### src/include/ibsp_pkg.sv
// constants and types for the guest-bus inbound slave port
package ibsp_pkg;
    // guest transaction type codes
    localparam logic [3:0] TY_READ1 = 4'h0;
    localparam logic [3:0] TY_READ8 = 4'h3;
    localparam logic [3:0] TY_WRITE1 = 4'h4;
    localparam logic [3:0] TY_WRITE8 = 4'h7;
    localparam logic [3:0] TY_CLEAR = 4'hA;
    localparam logic [3:0] TY_RDRET = 4'hC;
    localparam logic [3:0] TY_ERRX = 4'hD;
    // register map
    localparam logic [31:0] REG_STATUS_IDX = 32'h0;
    localparam logic [31:0] REG_ITS_IDX = 32'h1;
    localparam logic [31:0] REG_STATUS_ADDR = REG_STATUS_IDX * 32'h4;
    localparam logic [31:0] REG_ITS_ADDR = REG_ITS_IDX * 32'h4;
    localparam int ST_PORT_HE = 0;
    localparam int ST_PORT_SE = 1;
    localparam int ST_CPU_HE = 2;
    localparam int ST_CPU_FE = 3;
    localparam int ST_DRR_BUSY = 4;
    localparam logic [31:0] ITS_RST = 32'h0;
    localparam logic [1:0] RESP_OKAY = 2'h0;
    localparam logic [1:0] RESP_SLVERR = 2'h2;
    localparam logic [1:0] RESP_DECERR = 2'h3;
    // counts in guest-bus cycles, except QUIET_CYC in ref_clk_i cycles; IRQ_SYNC_RST is a reset value
    localparam int DRR_NOTIFY_CYC = 2;
    localparam int DRR_STD_CYC = 8;
    localparam logic [7:0] ALIGN_ERR_GCYC = 8'h40;
    localparam logic [2:0] QUIET_CYC = 3'h7;
    localparam logic [2:0] IRQ_SYNC_RST = 3'h7;

    typedef struct packed {
        logic addr_valid;
        logic [3:0] ty;
        logic [31:0] addr;
        logic [31:0] data;
        logic connected;
        logic prefetch;
        logic par_ok;
        logic err_n;
    } ibsp_gin_t;

    typedef enum logic [2:0] {K_READ, K_WRITE, K_RDRET, K_CLEAR, K_IRQ, K_DERR, K_RFAIL} ibsp_kind_t;

    typedef struct packed {
        ibsp_kind_t kind;
        logic [3:0] words;
        logic rmw;
        logic connected;
        logic prefetch;
        logic [31:0] addr;
        logic [31:0] data;
        logic [7:0] tag;
    } ibsp_entry_t;

    typedef enum logic [2:0] {S_IDLE, S_QUEUE, S_ACK, S_ERR, S_DELAY} ibsp_fsm_t;
    typedef enum logic [1:0] {D_IDLE, D_NOTIFY, D_ERROR, D_STD} ibsp_drr_t;
endpackage

### src/design/ibsp_top.sv
// guest-bus inbound slave port with error handling and register slave
`timescale 1ns/1ps
`default_nettype none
// Contract
// - four guest kinds and three events become entries
// - reads supply 1/2/4/8 full words, unshifted
// - guest writes posted, no completion sent
// - writes of two words or less use RMW
// - write entries omit connected and prefetch
// - read returns matched to outstanding read tag
// - clear returns four words, zeroes addressed word
// - error type logs hard error, write handshake
// - irq negation enqueues entry to target register
// - direct-io read failure: soft error, error entry
// - other bus errors set port hard error
// - port hard error turns external direct-io reads into route-failure
// - no mastering or grants under hard or fatal error, except grant during errored return
// - internal accesses refused under processor error
// - external accesses refused under port hard or processor error
// - guest reads errored, writes acked and dropped
// - status hidden only under processor error
// - misaligned write logs error, late error line
// - errored return: notify, error, eight standard
// - read address error reported by errored return
module ibsp_top (
    input wire logic ref_clk_i,
    input wire logic rst_n_i,
    input wire logic ce_i,
    input wire logic gclk_i,
    input wire ibsp_pkg::ibsp_gin_t gin_i,
    input wire logic guest_irq_n_i,
    output logic transfer_ack_n_o,
    output logic transfer_ack_oe_o,
    output logic bus_error_n_o,
    output logic bus_error_oe_o,
    output logic dma_return_req_n_o,
    output logic dma_return_req_oe_o,
    output logic bus_grant_n_o,
    input wire logic guest_bus_req_i,
    input wire logic arb_grant_i,
    output logic master_en_o,
    input wire logic cpu_hard_err_i,
    input wire logic cpu_fatal_err_i,
    input wire logic dio_rd_pend_i,
    input wire logic [7:0] dio_rd_tag_i,
    input wire logic dio_req_valid_i,
    output logic dio_req_ready_o,
    input wire logic dio_req_read_i,
    input wire logic dio_req_internal_i,
    input wire logic [7:0] dio_req_tag_i,
    output logic dio_pass_o,
    input wire logic dio_fail_i,
    input wire logic [7:0] dio_fail_tag_i,
    input wire logic dma_err_ret_i,
    output logic inq_valid_o,
    input wire logic inq_ready_i,
    output var ibsp_pkg::ibsp_entry_t inq_entry_o,
    input wire logic [31:0] s_axi_awaddr,
    input wire logic s_axi_awvalid,
    output logic s_axi_awready,
    input wire logic [31:0] s_axi_wdata,
    input wire logic [3:0] s_axi_wstrb,
    input wire logic s_axi_wvalid,
    output logic s_axi_wready,
    output logic [1:0] s_axi_bresp,
    output logic s_axi_bvalid,
    input wire logic s_axi_bready,
    input wire logic [31:0] s_axi_araddr,
    input wire logic s_axi_arvalid,
    output logic s_axi_arready,
    output logic [31:0] s_axi_rdata,
    output logic [1:0] s_axi_rresp,
    output logic s_axi_rvalid,
    input wire logic s_axi_rready
);
    typedef struct packed {
        logic [2:0] gclk_s;
        logic gclk_lvl;
        logic [2:0] irq_s;
        logic irq_lvl;
        ibsp_pkg::ibsp_gin_t [2:0] gin_s;
        ibsp_pkg::ibsp_fsm_t st;
        ibsp_pkg::ibsp_drr_t drr;
        logic [7:0] dly;
        logic [3:0] drr_cnt;
        logic [2:0] quiet;
        logic ack_drv, err_drv, port_he, port_se, irq_pend, rfail_pend, derr_pend;
        logic dma_err_pend, pass, inq_v, aw_have, w_have, bvalid, rvalid;
        logic [7:0] rfail_tag, derr_tag;
        logic [31:0] its, aw_addr, wdata, rdata;
        logic [3:0] wstrb;
        logic [1:0] bresp, rresp;
        ibsp_pkg::ibsp_entry_t hold, inbound_queue;
    } ibsp_st_t;

    ibsp_st_t q, n;
    ibsp_pkg::ibsp_gin_t g;
    logic gedge, irq_rise, blocked, cpu_err, slot, drr_on, dio_take, refuse;

    // ----------------------------------------------------------------
    // decode helpers
    // ----------------------------------------------------------------
    function automatic logic [3:0] ty_words(input logic [3:0] ty);
        ty_words = 4'(5'h1 << ty[1:0]);
    endfunction

    function automatic logic is_rd(input logic [3:0] ty);
        is_rd = (ty[3:2] == 2'h0) || (ty == ibsp_pkg::TY_CLEAR);
    endfunction

    function automatic logic legal_ty(input logic [3:0] ty);
        legal_ty = !ty[3] || ty == ibsp_pkg::TY_CLEAR || ty == ibsp_pkg::TY_RDRET;
    endfunction

    function automatic logic align_bad(input logic [3:0] ty, input logic [31:0] a);
        logic [3:0] w;
        w = ty_words(ty);
        align_bad = (w == 4'h2 && a[0]) || (w == 4'h4 && a[1:0] != 2'h0)
            || (w == 4'h8 && a[2:0] != 3'h0);
    endfunction

    // ----------------------------------------------------------------
    // edges and conditions
    // ----------------------------------------------------------------
    assign g = q.gin_s[2];
    assign gedge = q.gclk_s[2] && (q.gclk_s[1] == q.gclk_s[2]) && !q.gclk_lvl;
    assign irq_rise = q.irq_s[2] && (q.irq_s[1] == q.irq_s[2]) && !q.irq_lvl;
    assign cpu_err = cpu_hard_err_i || cpu_fatal_err_i;
    assign blocked = q.port_he || cpu_err;
    assign slot = !q.inq_v || inq_ready_i;
    assign drr_on = q.drr != ibsp_pkg::D_IDLE;
    assign dio_take = dio_req_valid_i && !q.rfail_pend;
    assign refuse = dio_req_internal_i ? cpu_err : blocked;

    // ----------------------------------------------------------------
    // next state
    // ----------------------------------------------------------------
    always_comb
    begin
        n = q;
        n.gclk_s = {q.gclk_s[1:0], gclk_i};
        n.irq_s = {q.irq_s[1:0], guest_irq_n_i};
        n.gin_s = {q.gin_s[1:0], gin_i};
        if (q.gclk_s[1] == q.gclk_s[2])
            n.gclk_lvl = q.gclk_s[2];
        if (q.irq_s[1] == q.irq_s[2])
            n.irq_lvl = q.irq_s[2];
        n.pass = 1'b0;
        if (inq_ready_i)
            n.inq_v = 1'b0;
        if (q.err_drv || drr_on)
            n.quiet = ibsp_pkg::QUIET_CYC;
        else if (q.quiet != 3'h0)
            n.quiet = q.quiet - 3'h1;

        // register writes
        if (s_axi_awvalid && s_axi_awready)
        begin
            n.aw_have = 1'b1;
            n.aw_addr = s_axi_awaddr;
        end
        if (s_axi_wvalid && s_axi_wready)
        begin
            n.w_have = 1'b1;
            n.wdata = s_axi_wdata;
            n.wstrb = s_axi_wstrb;
        end
        if (q.aw_have && q.w_have)
        begin
            n.aw_have = 1'b0;
            n.w_have = 1'b0;
            n.bvalid = 1'b1;
            n.bresp = ibsp_pkg::RESP_OKAY;
            if (q.aw_addr == ibsp_pkg::REG_ITS_ADDR)
            begin
                for (int i = 0; i < 4; i++)
                    if (q.wstrb[i])
                        n.its[i*8 +: 8] = q.wdata[i*8 +: 8];
            end
            else if (q.aw_addr == ibsp_pkg::REG_STATUS_ADDR)
            begin
                if (cpu_err)
                    n.bresp = ibsp_pkg::RESP_SLVERR;
                else if (q.wstrb[0])
                begin
                    n.port_he = q.port_he && !q.wdata[ibsp_pkg::ST_PORT_HE];
                    n.port_se = q.port_se && !q.wdata[ibsp_pkg::ST_PORT_SE];
                end
            end
            else
                n.bresp = ibsp_pkg::RESP_DECERR;
        end
        if (q.bvalid && s_axi_bready)
            n.bvalid = 1'b0;

        // register reads
        if (q.rvalid && s_axi_rready)
            n.rvalid = 1'b0;
        if (s_axi_arvalid && s_axi_arready)
        begin
            n.rvalid = 1'b1;
            n.rdata = 32'h0;
            n.rresp = ibsp_pkg::RESP_OKAY;
            if (s_axi_araddr == ibsp_pkg::REG_ITS_ADDR)
                n.rdata = q.its;
            else if (s_axi_araddr == ibsp_pkg::REG_STATUS_ADDR && cpu_err)
                n.rresp = ibsp_pkg::RESP_SLVERR;
            else if (s_axi_araddr == ibsp_pkg::REG_STATUS_ADDR)
            begin
                n.rdata[ibsp_pkg::ST_PORT_HE] = q.port_he;
                n.rdata[ibsp_pkg::ST_PORT_SE] = q.port_se;
                n.rdata[ibsp_pkg::ST_CPU_HE] = cpu_hard_err_i;
                n.rdata[ibsp_pkg::ST_CPU_FE] = cpu_fatal_err_i;
                n.rdata[ibsp_pkg::ST_DRR_BUSY] = drr_on;
            end
            else
                n.rresp = ibsp_pkg::RESP_DECERR;
        end

        // events after clears, so a set wins
        if (irq_rise)
            n.irq_pend = 1'b1;
        if (dio_fail_i)
        begin
            n.port_se = 1'b1;
            n.derr_pend = 1'b1;
            n.derr_tag = dio_fail_tag_i;
        end
        if (dma_err_ret_i)
            n.dma_err_pend = 1'b1;
        if (!g.err_n && q.quiet == 3'h0)
            n.port_he = 1'b1;
        if (dio_take && refuse && dio_req_read_i)
        begin
            n.rfail_pend = 1'b1;
            n.rfail_tag = dio_req_tag_i;
        end
        else if (dio_take && !refuse)
            n.pass = 1'b1;

        // guest transactions, one bus cycle per edge
        unique case (q.st)
            ibsp_pkg::S_IDLE:
                if (gedge && g.addr_valid)
                begin
                    n.hold = '0;
                    n.hold.addr = g.addr;
                    n.hold.data = g.data;
                    n.hold.words = ty_words(g.ty);
                    if (g.ty == ibsp_pkg::TY_ERRX)
                    begin
                        n.port_he = 1'b1;
                        n.st = ibsp_pkg::S_ACK;
                    end
                    else if (blocked)
                        n.st = is_rd(g.ty) ? ibsp_pkg::S_ERR : ibsp_pkg::S_ACK;
                    else if (!legal_ty(g.ty) || (g.ty == ibsp_pkg::TY_RDRET && !dio_rd_pend_i))
                    begin
                        n.port_he = 1'b1;
                        n.st = ibsp_pkg::S_ACK;
                    end
                    else if (!g.par_ok || align_bad(g.ty, g.addr))
                    begin
                        n.port_he = 1'b1;
                        if (is_rd(g.ty))
                        begin
                            n.dma_err_pend = 1'b1;
                            n.st = ibsp_pkg::S_ACK;
                        end
                        else
                        begin
                            n.dly = ibsp_pkg::ALIGN_ERR_GCYC;
                            n.st = ibsp_pkg::S_DELAY;
                        end
                    end
                    else
                    begin
                        n.st = ibsp_pkg::S_QUEUE;
                        if (g.ty == ibsp_pkg::TY_RDRET)
                        begin
                            n.hold.kind = ibsp_pkg::K_RDRET;
                            n.hold.tag = dio_rd_tag_i;
                        end
                        else if (g.ty == ibsp_pkg::TY_CLEAR)
                        begin
                            n.hold.kind = ibsp_pkg::K_CLEAR;
                            n.hold.rmw = 1'b1;
                        end
                        else if (g.ty[2])
                        begin
                            n.hold.kind = ibsp_pkg::K_WRITE;
                            n.hold.rmw = n.hold.words <= 4'h2;
                        end
                        else
                        begin
                            n.hold.kind = ibsp_pkg::K_READ;
                            n.hold.connected = g.connected;
                            n.hold.prefetch = g.prefetch;
                        end
                    end
                    n.ack_drv = n.st == ibsp_pkg::S_ACK;
                    n.err_drv = n.st == ibsp_pkg::S_ERR;
                end
            ibsp_pkg::S_QUEUE:
                if (slot)
                begin
                    n.inbound_queue = q.hold;
                    n.inq_v = 1'b1;
                    n.st = ibsp_pkg::S_ACK;
                    n.ack_drv = 1'b1;
                end
            ibsp_pkg::S_DELAY:
                if (gedge && q.dly == 8'h0)
                begin
                    n.st = ibsp_pkg::S_ERR;
                    n.err_drv = 1'b1;
                end
                else if (gedge)
                    n.dly = q.dly - 8'h1;
            ibsp_pkg::S_ACK,
            ibsp_pkg::S_ERR:
                if (gedge)
                begin
                    n.st = ibsp_pkg::S_IDLE;
                    n.ack_drv = 1'b0;
                    n.err_drv = 1'b0;
                end
        endcase

        // other entry sources
        if (slot && q.st != ibsp_pkg::S_QUEUE)
        begin
            n.inbound_queue = '0;
            n.inbound_queue.words = 4'h1;
            if (q.rfail_pend)
            begin
                n.inbound_queue.kind = ibsp_pkg::K_RFAIL;
                n.inbound_queue.tag = q.rfail_tag;
                n.rfail_pend = 1'b0;
                n.inq_v = 1'b1;
            end
            else if (q.derr_pend)
            begin
                n.inbound_queue.kind = ibsp_pkg::K_DERR;
                n.inbound_queue.tag = q.derr_tag;
                n.derr_pend = dio_fail_i;
                n.inq_v = 1'b1;
            end
            else if (q.irq_pend)
            begin
                n.inbound_queue.kind = ibsp_pkg::K_IRQ;
                n.inbound_queue.addr = q.its;
                n.irq_pend = irq_rise;
                n.inq_v = 1'b1;
            end
        end

        // errored read return sequence
        unique case (q.drr)
            ibsp_pkg::D_IDLE:
                if (gedge && q.dma_err_pend && q.st == ibsp_pkg::S_IDLE)
                begin
                    n.drr = ibsp_pkg::D_NOTIFY;
                    n.drr_cnt = 4'(ibsp_pkg::DRR_NOTIFY_CYC - 1);
                    n.dma_err_pend = dma_err_ret_i;
                end
            ibsp_pkg::D_NOTIFY:
                if (gedge && q.drr_cnt == 4'h0)
                    n.drr = ibsp_pkg::D_ERROR;
                else if (gedge)
                    n.drr_cnt = q.drr_cnt - 4'h1;
            ibsp_pkg::D_ERROR:
                if (gedge)
                begin
                    n.drr = ibsp_pkg::D_STD;
                    n.drr_cnt = 4'(ibsp_pkg::DRR_STD_CYC - 1);
                end
            ibsp_pkg::D_STD:
                if (gedge && q.drr_cnt == 4'h0)
                    n.drr = ibsp_pkg::D_IDLE;
                else if (gedge)
                    n.drr_cnt = q.drr_cnt - 4'h1;
        endcase
    end

    // ----------------------------------------------------------------
    // state register
    // ----------------------------------------------------------------
    always_ff @(posedge ref_clk_i)
    begin
        if (!rst_n_i)
        begin
            q <= '0;
            q.irq_s <= ibsp_pkg::IRQ_SYNC_RST;
            q.irq_lvl <= 1'b1;
            q.quiet <= ibsp_pkg::QUIET_CYC;
            q.its <= ibsp_pkg::ITS_RST;
        end
        else if (ce_i)
            q <= n;
    end

    // ----------------------------------------------------------------
    // outputs
    // ----------------------------------------------------------------
    assign transfer_ack_n_o = 1'b0;
    assign transfer_ack_oe_o = q.ack_drv;
    assign bus_error_n_o = 1'b0;
    assign bus_error_oe_o = q.err_drv || q.drr == ibsp_pkg::D_ERROR;
    assign dma_return_req_n_o = 1'b0;
    assign dma_return_req_oe_o = drr_on;
    assign bus_grant_n_o = !(drr_on || (guest_bus_req_i && arb_grant_i && !blocked));
    assign master_en_o = !blocked;
    assign dio_req_ready_o = !q.rfail_pend;
    assign dio_pass_o = q.pass;
    assign inq_valid_o = q.inq_v;
    assign inq_entry_o = q.inbound_queue;
    assign s_axi_awready = !q.aw_have && !q.bvalid;
    assign s_axi_wready = !q.w_have && !q.bvalid;
    assign s_axi_bvalid = q.bvalid;
    assign s_axi_bresp = q.bresp;
    assign s_axi_arready = !q.rvalid;
    assign s_axi_rvalid = q.rvalid;
    assign s_axi_rdata = q.rdata;
    assign s_axi_rresp = q.rresp;
endmodule // ibsp_top
`default_nettype wire

### config.mk
export PLATFORM = sky130hd
export DESIGN_NAME = ibsp_top
export DESIGN_NICKNAME = d
export VERILOG_FILES = /design/src/include/ibsp_pkg.sv /design/src/design/ibsp_top.sv
export SDC_FILE = /design/constraint.sdc
export NUM_CORES = 1
export LEC_CHECK = 0
export BUFFER_PORTS_ARGS = -buffer_cell sky130_fd_sc_hd__buf_4
export CELL_PAD_IN_SITES_DETAIL_PLACEMENT = 0
export CELL_PAD_IN_SITES_GLOBAL_PLACEMENT = 1
export CORE_MARGIN = 2
export CORE_UTILIZATION = 43
export DETAILED_ROUTE_END_ITERATION = 10
export PLACE_DENSITY = 0.89
export SLEW_MARGIN = 10
export SYNTH_ARGS = -nofsm -noshare
export SYNTH_HDL_FRONTEND = slang
export SYNTH_SLANG_ARGS = --single-unit
### constraint.sdc
create_clock -name ref_clk_i -period 2.25 [get_ports ref_clk_i]
set_input_delay 0.3375 -clock ref_clk_i [delete_from_list [all_inputs] [get_ports ref_clk_i]]
set_output_delay 0.3375 -clock ref_clk_i [all_outputs]
set_load 0.01 [all_outputs]
== Yosys cells after proc, flatten, opt, wreduce, memory -nomap -nowiden ==
Index checks and enable logic that the tools add are counted.
Storage, ports and cells
  register bits: 577
  latch bits: 0
  RAM bits: 0
  ROM bits: 0
  bits of input ports: 218
  output and inout bits: 134
  logic and storage cells: 365
  memories kept: 0
Cells by class
  $add $sub $neg: 3
  $mul: 0
  div/mod/pow operators: 0
  magnitude comparators: 1
  equal/unequal tests: 39
  shift-type cells: 1
  mux-type cells: 130
  bitwise logic cells: 0
  reduce and logical (&&, ||, !) cells: 116
Operators with widths (number)
  $mux W82: 3
  $mux W8: 15
  $mux W32: 3
  $mux W3: 30
  $eq A32 B3 Y1 const B: 2
  $logic_not A32 Y1: 2
  $mux W1: 47
  $mux W2: 18
  $ne A2 B2 Y1 const B: 18
  $logic_and A1 B1 Y1: 32
  $mux W27: 1
  $reduce_and A2 Y1: 13
  $reduce_bool A2 Y1: 13
  $reduce_and A5 Y1: 5
  $logic_not A1 Y1: 18
  $eq A4 B4 Y1 const B: 4
  $mux W4: 4
  $pmux W8 S2: 1
  $reduce_and A4 Y1: 4
  $mux W5: 3
  $logic_or A1 B1 Y1: 13
  $eq A3 B2 Y1 const B: 4
  $pmux W3 S4: 1
  $pmux W4 S3: 1
  25 further kinds: 35

== Depth between registers and ports, before layout ==
Gate-level depths: netlist (run 1).
  depth in word-level cells: 15
  gate-level depth with buffers: 9
  mapped depth without buffers: 7

== Worst setup path after synthesis (run 1) ==
Ideal clock, no wire load.
  path kind: register -> register
  start point: reg q[327] in the netlist's numbering
  end point: reg q[338] in the netlist's numbering
  library setup time: 0.072 ns
  data arrival time: 1.825 ns
  path slack: 0.353 ns
  stages on the path, launching flop included: 6
  clock period less this slack: 1.897 ns
  cell sequence: dfxtp_1 nor3_2 o311ai_2 o41a_1 nor2_4 mux2i_1
On the way
  cells in the longest elaborated chain, start to end: 3
Ends and longest elaborated chain
  start: declaration: line ibsp_top.sv:96  | ibsp_st_t q, n;
  start signal: assignment: line ibsp_top.sv:400  | q <= n;
  $logic_or A1 B1 Y1: line ibsp_top.sv:129  | assign blocked = q.port_he || cpu_err;
  $ne A2 B2 Y1 (no source line)
  $reduce_and A10 Y1 (no source line)
Every way passes these cells.
A chain may end at the register's enable or synchronous reset.

== Worst setup path in the final report (run 1) ==
  start point: reg q[345] in the netlist's numbering
  end point: out bus_error_oe_o
On the way
  cells in the longest elaborated chain, start to end: 2
Ends and longest elaborated chain
  $eq A2 B2 Y1: line ibsp_top.sv:409  | assign bus_error_oe_o = q.err_drv || q.drr == ibsp_pkg::D_ERROR;
  $logic_or A1 B1 Y1: line ibsp_top.sv:409
  end: declaration: line ibsp_top.sv:35  | output logic bus_error_oe_o,
Every way passes these cells.

==> results.md, run 1 <==
* # IOs at ~350
* Clock root buffer: clkbuf_16
* Async S/R FF share, synth at 0%
* Synth Flop Type: dfxtp_1
* Final wirelength at slightly above 60,000 um
* Area growth syn-to-layout at 27.7%
* Design Power at 22.3 mW
* Crit path kind: reg -> out
* Final worst clock skew at between 0.01 and 0.015 ns
* Slew Limit Headroom at 34.8%
* First-pass GRT wire length at between 90,000 and 100,000 um
* Max IR drop VDD at around 0.58 mV
* Max-cap violations at 0
* Worst Path Required at about 1.9 ns
* DIE AREA at between 0.05 and 0.06 sq mm
* Synth warn at 0
* DRC Markers at 0
* Detailed Routing Iterations Pass 1 at 7
* RSZ-0062 raised after global routing: no
* Gpl congestion at 0.847
* Synth Register Bits at roughly 580
* Via count at approximately 18k
* NumNets Final at between 3k and 4k
* Worst Path Arrival at between 1.5 and 2 ns
* Tmin final at approximately 2.1 ns
* 1st-iter DRT viols at approximately 1.4k
* Post-CTS Setup Bufs at 0
* # port buffers at ~350
* Crit-path max FO at 6
* Antenna Violating Nets Remaining at 0
* Start point of the critical path: q[345]$_SDFFE_PN0P_
* Floorplan row count at 83
* Pwr dens at between 700 and 800 mW/mm^2
* Setup ws final at around 0.16 ns
* Chip width at ~230 um
* CP max stage delay at 0.40 ns
* Later-pin clock latency in the skew report at ~0.62 ns
* Register area share after synthesis at between 50% and 60%
* P_leak at 11.8 nW
* DP HPWL at about 41,000 um
* Mapped cell area at 0.0224 sq mm
* Vias in the first global route at approximately 18k
* Setup WS pre-CTS at approximately 0.13 ns
* Vias/cell at around 5.1
* CTS Sinks at approximately 580
* Grt total ovfl at 0
* Pin count of the biggest net entering global routing at 94
* Fmax at between 0.4 and 0.5 GHz
* Synth cell types at ~70
* Filler cells at ~4.5k
* Cts bufs inserted at 60
* Layout cells sized above 1 at 18.7%
* Slew Limit Fails at 0
* CTS max path bufs at 3
* R2R Path Start: g[69]$_SDFFE_PN0P_
* Setup TNS at 0 ns
* Instance count of the mapped netlist at approximately 2.5k
* Slowest library cell on the worst path: dfxtp_2
* WL/cell at 17.3 um
* Hold WC Path Type: in -> reg
* Core area at about 0.052 sq mm
* Tot GR Track Use at between 20% and 30%
* Die Ht at ~230 um
* CTS tree: built
* Critical Path Source Type: register
* Hold_ws at approximately 0.028 ns
* Initial Util at 43.6%
* Period utilisation layout at between 90% and 100%
* Worst slew pin tran at a little under 1 ns
* Max H-tree Level at 2
* CP Capture Type: output pin
* Crit-path cells: inv_2 > ha_1 > or2_2 > buf_4
* Fin. Hold Viols at 0
* Initial antenna violation count at 9
* Outcome: finished, final reports clean
* Clock Pin Slew Worst Setup and Hold Paths at 0.06 ns
* EDFF count, synth at 0
* Avg Cell Area, Syn at around 9.1 sq um
* Final setup viols at 0
* Hold wc startpoint: dio_req_valid_i
layout by cell type (no fill, tap or decap), drive strengths merged, types with 3 or more instances in the layout:
| cell type | instances |
|---|---|
| nand2b | 6 |
| a22oi | 43 |
| or3 | 9 |
| nor2 | 380 |
| a221oi | 33 |
| dlygate4sd3 | 168 |
| a31oi | 7 |
| o221a | 5 |
| a32o | 9 |
| conb | 3 |
| buf | 404 |
| nand4 | 9 |
| or2 | 3 |
| a211oi | 3 |
| inv | 22 |
| o211a | 3 |
| nor3 | 49 |
| o211ai | 18 |
| mux2i | 267 |
| nand2 | 413 |
| o21ai | 19 |
| bufinv | 4 |
| o31ai | 5 |
| nand3 | 11 |
| nor2b | 8 |
| dfxtp | 576 |
| ha | 12 |
| nor3b | 3 |
| clkinv | 13 |
| nor4b | 4 |
| nor4 | 22 |
| a21oi | 209 |
| diode | 4 |
| clkbuf | 86 |
| nand3b | 6 |
| o221ai | 3 |
worst max-delay path, delay by kind of cell, from the launching register on:
| family | cells | cell delay, ns |
|---|---|---|
| adder cells (fa/ha/maj) | 1 | 0.21 |
| flip-flops | 1 | 0.40 |
| AND/OR/NAND/NOR | 1 | 0.27 |
| buffers and inverters | 2 | 0.26 |
sequential cells by signal, summed over array words and instances (netlist names):
register	count
q	230
s_axi_rresp	2
s_axi_rdata	32
dio_pass_o	1
g	73
s_axi_bresp	2
n	150
s_axi_rvalid	1
transfer_ack_oe_o	1
s_axi_bvalid	1
inq_entry_o	82
inq_valid_o	1
power breakdown:
group,switching (mW),total (mW),internal (mW)
Combinational,0.919,1.83,0.912
Clock,4.07,9.77,5.70
Sequential,0.180,10.7,10.5
Yosys cell counts, drive strengths merged (5+ instances only):
library cell / n / share of area, %
o211ai: 18 / 0.60
nor3: 49 / 1.2
nor4: 22 / 1.1
inv: 19 / 0.32
nand2b: 6 / 0.17
nor2: 380 / 6.4
o21ai: 19 / 0.42
clkbuf: 127 / 2.1
buf: 162 / 4.9
a221oi: 33 / 1.3
nand3: 11 / 0.27
mux2i: 267 / 12
a31oi: 7 / 0.20
o31ai: 5 / 0.17
nand2: 413 / 6.9
a32o: 9 / 0.40
ha: 12 / 0.67
nand4: 9 / 0.32
dfxtp: 576 / 51
a21oi: 209 / 4.7
a22oi: 43 / 1.4
or3: 9 / 0.26
nor2b: 8 / 0.22
o221a: 5 / 0.25
nand3b: 6 / 0.20
final timing paths:
check	cells past startpoint	endpoint	slack (ns)
worst min register to register	2	inq_entry_o[75]$_SDFFE_PN0P_	0.45
worst max-delay path	4	bus_error_oe_o	0.16
worst max register to register	6	q[338]$_SDFFE_PN0P_	0.18
worst min-delay path	3	dio_pass_o$_SDFFE_PN0P_	0.03
layout make-up:
class / instances / area [sq um] / area share [%]
Multi-Input combinational cell: 1598 / 9350 / 32.6
Antenna cell: 4 / 10.0 / 0.0349
Timing Repair Buffer: 572 / 4880 / 17.0
Clock buffer: 86 / 1700 / 5.93
Inverter: 19 / 78.8 / 0.275
Clock inverter: 21 / 248 / 0.865
Sequential cell: 576 / 11500 / 40.2
Tap cell: 680 / 851 / 2.97
kinds of logic (layout without fill, tap and decap cells):
family	count (synthesis)	in the layout	share of synthesized area, %
mux	267	267	11.9
xor+xnor	2	2	0.0781
flops	576	576	51.4
simple gates	931	931	17.8
buf+inv	308	698	7.38
fa+ha+maj	13	13	0.714
compound gates	382	382	10.8
other cells	1	7	0.0167
per-stage QoR:
stage               instances  utilization, %  area [sq um]
detailed placement       3277            48.5         25000
floorplan                2482               -         22500
finish                   3556            55.6         28700
global route             3556            55.6         28700
CTS                      3552            55.6         28600
global placement         3277            48.5         25000
timing repair:
item,CTS,global route
endpoints found under the setup margin,2,15
hold endpoints to repair,168,0
gates resized for setup,3,5
hold buffers,168,0
per-layer routing:
metal	vias up	part of all wire, %	global-route usage [%]
met3	93	6.6	4.46
met4	10	2.1	5.73
met5	-	0.10	0
met1	8601	45	29.7
li1	9017	-	-
met2	533	46	36.3
No activity file was read; power rests on OpenSTA's default activity.
==> inputs of run 2 (changes only) <==
--- a/config.mk
+++ b/config.mk
@@ -8,8 +8,9 @@
 export BUFFER_PORTS_ARGS = -buffer_cell sky130_fd_sc_hd__buf_4
 export CELL_PAD_IN_SITES_DETAIL_PLACEMENT = 0
 export CELL_PAD_IN_SITES_GLOBAL_PLACEMENT = 1
-export CORE_MARGIN = 2
+export CORE_MARGIN = 5
 export CORE_UTILIZATION = 43
+export CTS_CLUSTER_SIZE = 25
 export DETAILED_ROUTE_END_ITERATION = 10
 export PLACE_DENSITY = 0.89
 export SLEW_MARGIN = 10
==> run 2 against run 1 <==
Clock skew is 0.0042 ns higher. Worst hold slack improved by 0.021 ns. Sequential share of layout area is 0.22 points lower. Critical path depth did not move. Critical endpoint unchanged. Highest routed layer unchanged. Wire length is 2.1% higher. Worst setup slack worse by 0.016 ns. Power grew 0.50%. Largest power group unchanged. Register-to-register slack worse by 0.02 ns. Die area up 5.2%.
==> results.md, run 2 (synthesis results as in run 1) <==
* CTS max path bufs at 3
* Most common cell after layout, fill and taps aside: dfxtp_1
* Critical Path Source Type: register
* Post-CTS Setup Bufs at 0
* P_leak at roughly 12 nW
* Max H-tree Level at 2
* Initial antenna violation count at 12
* Crit path kind: reg -> out
* Antenna Violating Nets Remaining at 0
* NumNets Final at roughly 3.1k
* # port buffers at roughly 350
* 1st-iter DRT viols at around 1.4k
* Tmin final at roughly 2.1 ns
* Worst slew pin tran at about 0.72 ns
* Slew Limit Fails at 0
* Met3 Resource Use GR at about 5%
* # IOs at approximately 350
* CTS Sinks at about 580
* Fin. Hold Viols at 0
* Worst Path Required at between 1.5 and 2 ns
* RSZ-0062 raised after global routing: no
* DP HPWL at 41,900 um
* Setup TNS at 0 ns
* Clock Pin Slew Worst Setup and Hold Paths at 0.06 ns
* Period utilisation layout at 93.4%
* Slew Limit Headroom at 52.0%
* Hold WC Path Type: in -> reg
* Chip width at 238 um
* DIE AREA at roughly 0.057 sq mm
* Busiest grt layer: met2
* Crit-path max FO at 6
* Vias in the first global route at roughly 18k
* Tot GR Track Use at a little over a fifth
* Filler cells at about 4.5k
* First-pass GRT wire length at about 100,000 um
* Fmax at 0.476 GHz
* Worst Path Arrival at roughly 1.8 ns
* Later-pin clock latency in the skew report at about 0.62 ns
* Max reg flops at 230
* Pwr dens at just under 800 mW/mm^2
* Max IR drop VDD at just under 0.6 mV
* Initial Util at 43.6%
* Outcome: finished, final reports clean
* CP Capture Type: output pin
* Final wirelength at approximately 63,000 um
* Met1 GRT Util at 28.2%
* CTS tree: built
* Detailed Routing Iterations Pass 1 at 5
* DRC Markers at 0
* Final setup viols at 0
* Max-cap violations at 0
* Core area at between 0.05 and 0.06 sq mm
* Via count at ~19k
* Final worst clock skew at about 0.019 ns
* Die Ht at 238 um
* Floorplan row count at 83
* Gpl congestion at approximately 0.89
* Grt total ovfl at 0
* Met2 usage at about a third
* Final Core Density at a little under three fifths
* Layout cells sized above 1 at between 10% and 20%
* Most frequent cells in the layout: 575 x dfxtp_1, 412 x nand2_1, 384 x buf_4
* Cts bufs inserted at 59
* Clock root buffer: clkbuf_16
* Pin count of the biggest net entering global routing at 85
* Area growth syn-to-layout at 28.4%
* Largest register by flop count: q
* Vias/cell at roughly 5.2
* WL/cell at roughly 18 um
-- run 2: cell types whose count changed in the layout (fill, tap and decap cells not counted), moves of 3 or more --
| cell | previous run | this run |
|---|---|---|
| clkbuf_1 | 16 | 8 |
| buf_12 | 13 | 18 |
| buf_4 | 390 | 384 |
| diode_2 | 4 | 11 |
| clkinv_2 | 11 | 14 |
| clkbuf_8 | 10 | 17 |
-- run 2: per-stage QoR --
step / std cells / cell area, sq um / power (mW) / hold WS (ns) / worst slack (ns)
4_1_cts: 3557 / 28800 / 22.6 / 0.0135 / -0.0104
3_3_place_gp: 3277 / 25100 / 12.4 / 0.436 / 0.221
3_5_place_dp: 3277 / 25100 / 12.5 / 0.445 / 0.115
2_1_floorplan: 2482 / 22500 / 11.8 / 0.424 / 0.353
5_1_grt: 3562 / 28800 / 23.2 / 0.0320 / 0.0255
6_report: 3568 / 28800 / 22.4 / 0.0487 / 0.148
-- run 2: metal layers --
metal | vias to the layer above | part of all wire [%]
li1 | 9038 | -
met3 | 119 | 7.4
met1 | 8803 | 44
met5 | - | 0.061
met4 | 6 | 2.6
met2 | 567 | 46
-- run 2: final timing paths --
path	startpoint	end	slack, ns	depth (start not counted)
worst min register to register	g[32]$_SDFFE_PN0P_	q[118]$_SDFFE_PN0P_	0.44	2
worst max register to register	q[347]$_SDFFE_PN0P_	transfer_ack_oe_o$_SDFFE_PN0P_	0.16	7
worst min-delay path	s_axi_wdata[12]	q[216]$_SDFFE_PN0P_	0.05	3
worst max-delay path	q[345]$_SDFFE_PN0P_	bus_error_oe_o	0.15	4
-- run 2: cell type report --
cell class	count	area [sq um]	share of cell area [%]
Tap cell	680	851	2.95
Timing Repair Buffer	574	4970	17.3
Sequential cell	576	11500	40.0
Inverter	19	78.8	0.274
Clock buffer	84	1740	6.04
Multi-Input combinational cell	1598	9350	32.5
Antenna cell	11	27.5	0.0955
Clock inverter	26	258	0.895
-- run 2: repair_timing --
item                                    CTS  global route
hold buffers                            170             0
endpoints found under the setup margin    1            13
gates cloned                              0             0
endpoints found under the hold margin   170             0
gates resized for setup                   1             6
-- run 2: report_power, final --
part	internal [mW]	switching [mW]
registers	10.5	0.175
clock network	5.75	4.11
logic	0.920	0.937
total	17.1	5.22
-- run 2: worst max-delay path, stage by stage (launching register included) --
cell and delay [ns]:
dfxtp_2 0.39, inv_2 0.09, ha_1 0.22, or2_2 0.30, buf_4 0.16
==> inputs of run 3 (changes only) <==
--- a/config.mk
+++ b/config.mk
@@ -12,7 +12,7 @@
 export CORE_UTILIZATION = 43
 export CTS_CLUSTER_SIZE = 25
 export DETAILED_ROUTE_END_ITERATION = 10
-export PLACE_DENSITY = 0.89
+export PLACE_DENSITY = 0.84
 export SLEW_MARGIN = 10
 export SYNTH_ARGS = -nofsm -noshare
 export SYNTH_HDL_FRONTEND = slang
==> run 3 against run 2 <==
Register-to-register slack better by 0.05 ns. Critical path type unchanged. Critical endpoint is now bus_grant_n_o. Clock skew up 0.0059 ns. Via count down 1.6%.
==> results.md, run 3 (synthesis results as in run 1) <==
* Tmin final at about 2.1 ns
* Initial antenna violation count at 8
* 1st-iter DRT viols at between 1k and 1.5k
* Clock Pin Slew Worst Setup and Hold Paths at around 0.06 ns
* Slew Limit Fails at 0
* Hold WC Path Type: in -> reg
* First-pass GRT wire length at ~95,000 um
* Detailed Routing Iterations Pass 1 at 5
* DIE AREA at approximately 0.057 sq mm
* Max-cap violations at 0
* Clock root buffer: clkbuf_16
* Clock Power Share at approximately 45%
* Fmax at roughly 0.47 GHz
* CTS Sinks at 576
* Int Pwr at around 18 mW
* Tot GR Track Use at 20.3%
* CTS max path bufs at 3
* Most common cell after layout, fill and taps aside: dfxtp_1
* Crit-path max FO at 7
* Most frequent CP cell: inv_1
* Slew Limit Headroom at 46.0%
* Final worst clock skew at between 0.02 and 0.025 ns
* Crit path kind: reg -> out
* Outcome: finished, final reports clean
* Fin. Hold Viols at 0
* Floorplan row count at 83
* Layout cells sized above 1 at between 10% and 20%
* Most frequent cells in the layout: 575 x dfxtp_1, 412 x nand2_1, 386 x buf_4
* Sw Pwr at 5.11 mW
* Vias/cell at around 5.1
* NumNets Final at a little over 3k
* Setup TNS at 0 ns
* Largest register by flop count: q
* Final wirelength at a little over 60,000 um
* Cts bufs inserted at 58
* Later-pin clock latency in the skew report at just over 0.6 ns
* Die Ht at approximately 240 um
* # port buffers at 348
* Vias in the first global route at between 15k and 20k
* Max reg flops at between 200 and 250
* Antenna Violating Nets Remaining at 0
* Final Core Density at between 50% and 60%
* Final setup viols at 0
* Max H-tree Level at 2
* Worst Path Arrival at 1.79 ns
* Area growth syn-to-layout at 28.3%
* Post-CTS Setup Bufs at 0
* Via count at about 18k
* Slowest library cell on the worst path: dfxtp_1
* Crit-path cells: inv_1 > ha_4 > inv_1 > a31oi_1 > buf_4
* Switch share at between 20% and 30%
* Gpl congestion at roughly 0.84
* Max IR drop VDD at 0.651 mV
* Worst Path Required at between 1.5 and 2 ns
* RSZ-0062 raised after global routing: no
* Initial Util at 43.6%
* CP Capture Type: output pin
* DRC Markers at 0
* Core area at between 0.05 and 0.06 sq mm
* Worst slew pin tran at 0.809 ns
* CP max stage delay at about 0.37 ns
* Pwr dens at a little under 800 mW/mm^2
* Grt total ovfl at 0
* WL/cell at approximately 17 um
* CTS tree: built
* Period utilisation layout at a little over nine tenths
* Combinational power share at under 10%
* # IOs at 352
* Chip width at 238 um
* DP HPWL at between 40,000 and 50,000 um
* Critical Path Source Type: register
* Pin count of the biggest net entering global routing at between 100 and 150
* P_leak at approximately 12 nW
* Sequential group share of total power at between 40% and 50%
## run 3: cell types whose count changed in the layout (fill, tap and decap cells not counted), moves of 3 or more
| cell | previous run | this run |
|---|---|---|
| clkbuf_8 | 17 | 11 |
| bufinv_16 | 3 | 8 |
| buf_12 | 18 | 15 |
| clkinv_2 | 14 | 9 |
| diode_2 | 11 | 3 |
| clkbuf_1 | 8 | 13 |
## run 3: worst paths after layout
check                           start                       end  slack (ns)  cells after the start
setup / recovery  q[346]$_SDFFE_PN0P_             bus_grant_n_o        0.13                      5
hold / removal            inq_ready_i  inq_valid_o$_SDFFE_PN0P_        0.04                      4
setup reg to reg  q[349]$_SDFFE_PN0P_        q[86]$_SDFFE_PN0P_        0.21                      6
hold reg to reg    g[35]$_SDFFE_PN0P_       q[121]$_SDFFE_PN0P_        0.45                      2
## run 3: what timing repair did
item / in CTS / in global routing
gates resized for setup: 1 / 5
hold buffers: 170 / 0
endpoints found under the setup margin: 1 / 6
cloned: 0 / 0
endpoints found under the hold margin: 170 / 0
## run 3: area by class of cell
class,instances,area [sq um]
timing repair buffer,572,4910
clock buffer,84,1700
clock inverter,22,349
multi-input combinational,1598,9350
sequential,576,11500
antenna,3,7.51
fill,4504,22700
tap,680,851
inverter,19,78.8
## run 3: worst max-delay path, delay by kind of cell (launching register included)
kind                     cells  cell delay [ns]
buffers and inverters        3             0.42
AO/OA/AOI/OAI                1             0.19
flip-flops                   1             0.37
adder cells (fa/ha/maj)      1             0.21
## run 3: layer usage
layer / vias to the layer above / global-route usage, % / part of all wire [%]
met5: - / 0 / 0.098
met4: 10 / 5.39 / 2.4
met3: 112 / 4.85 / 7.6
met2: 537 / 32.5 / 45
met1: 8560 / 27.8 / 45
li1: 9018 / - / -
## run 3: through the flow
step	instances	hold slack, ns	setup WS [ns]	power [mW]	area, sq um
5_1_grt	3553	0.0347	0.0153	23.5	28800
3_5_place_dp	3275	0.442	0.163	12.5	25000
4_1_cts	3551	0.000324	-0.0342	22.9	28800
3_3_place_gp	3275	0.436	0.222	12.4	25000
2_1_floorplan	2482	0.424	0.353	11.8	22500
6_report	3554	0.0442	0.127	22.7	28800
## run 3: power groups by stage
| stage | clock network (mW) | logic, mW | registers [mW] |
|---|---|---|---|
| final | 10.2 | 1.84 | 10.7 |
| after detailed placement | 0 | 1.59 | 10.9 |
| after CTS | 10.4 | 1.84 | 10.7 |
| after floorplan | 0 | 0.978 | 10.8 |
| after global routing | 10.9 | 2.00 | 10.7 |
| after global placement | 0 | 1.56 | 10.9 |
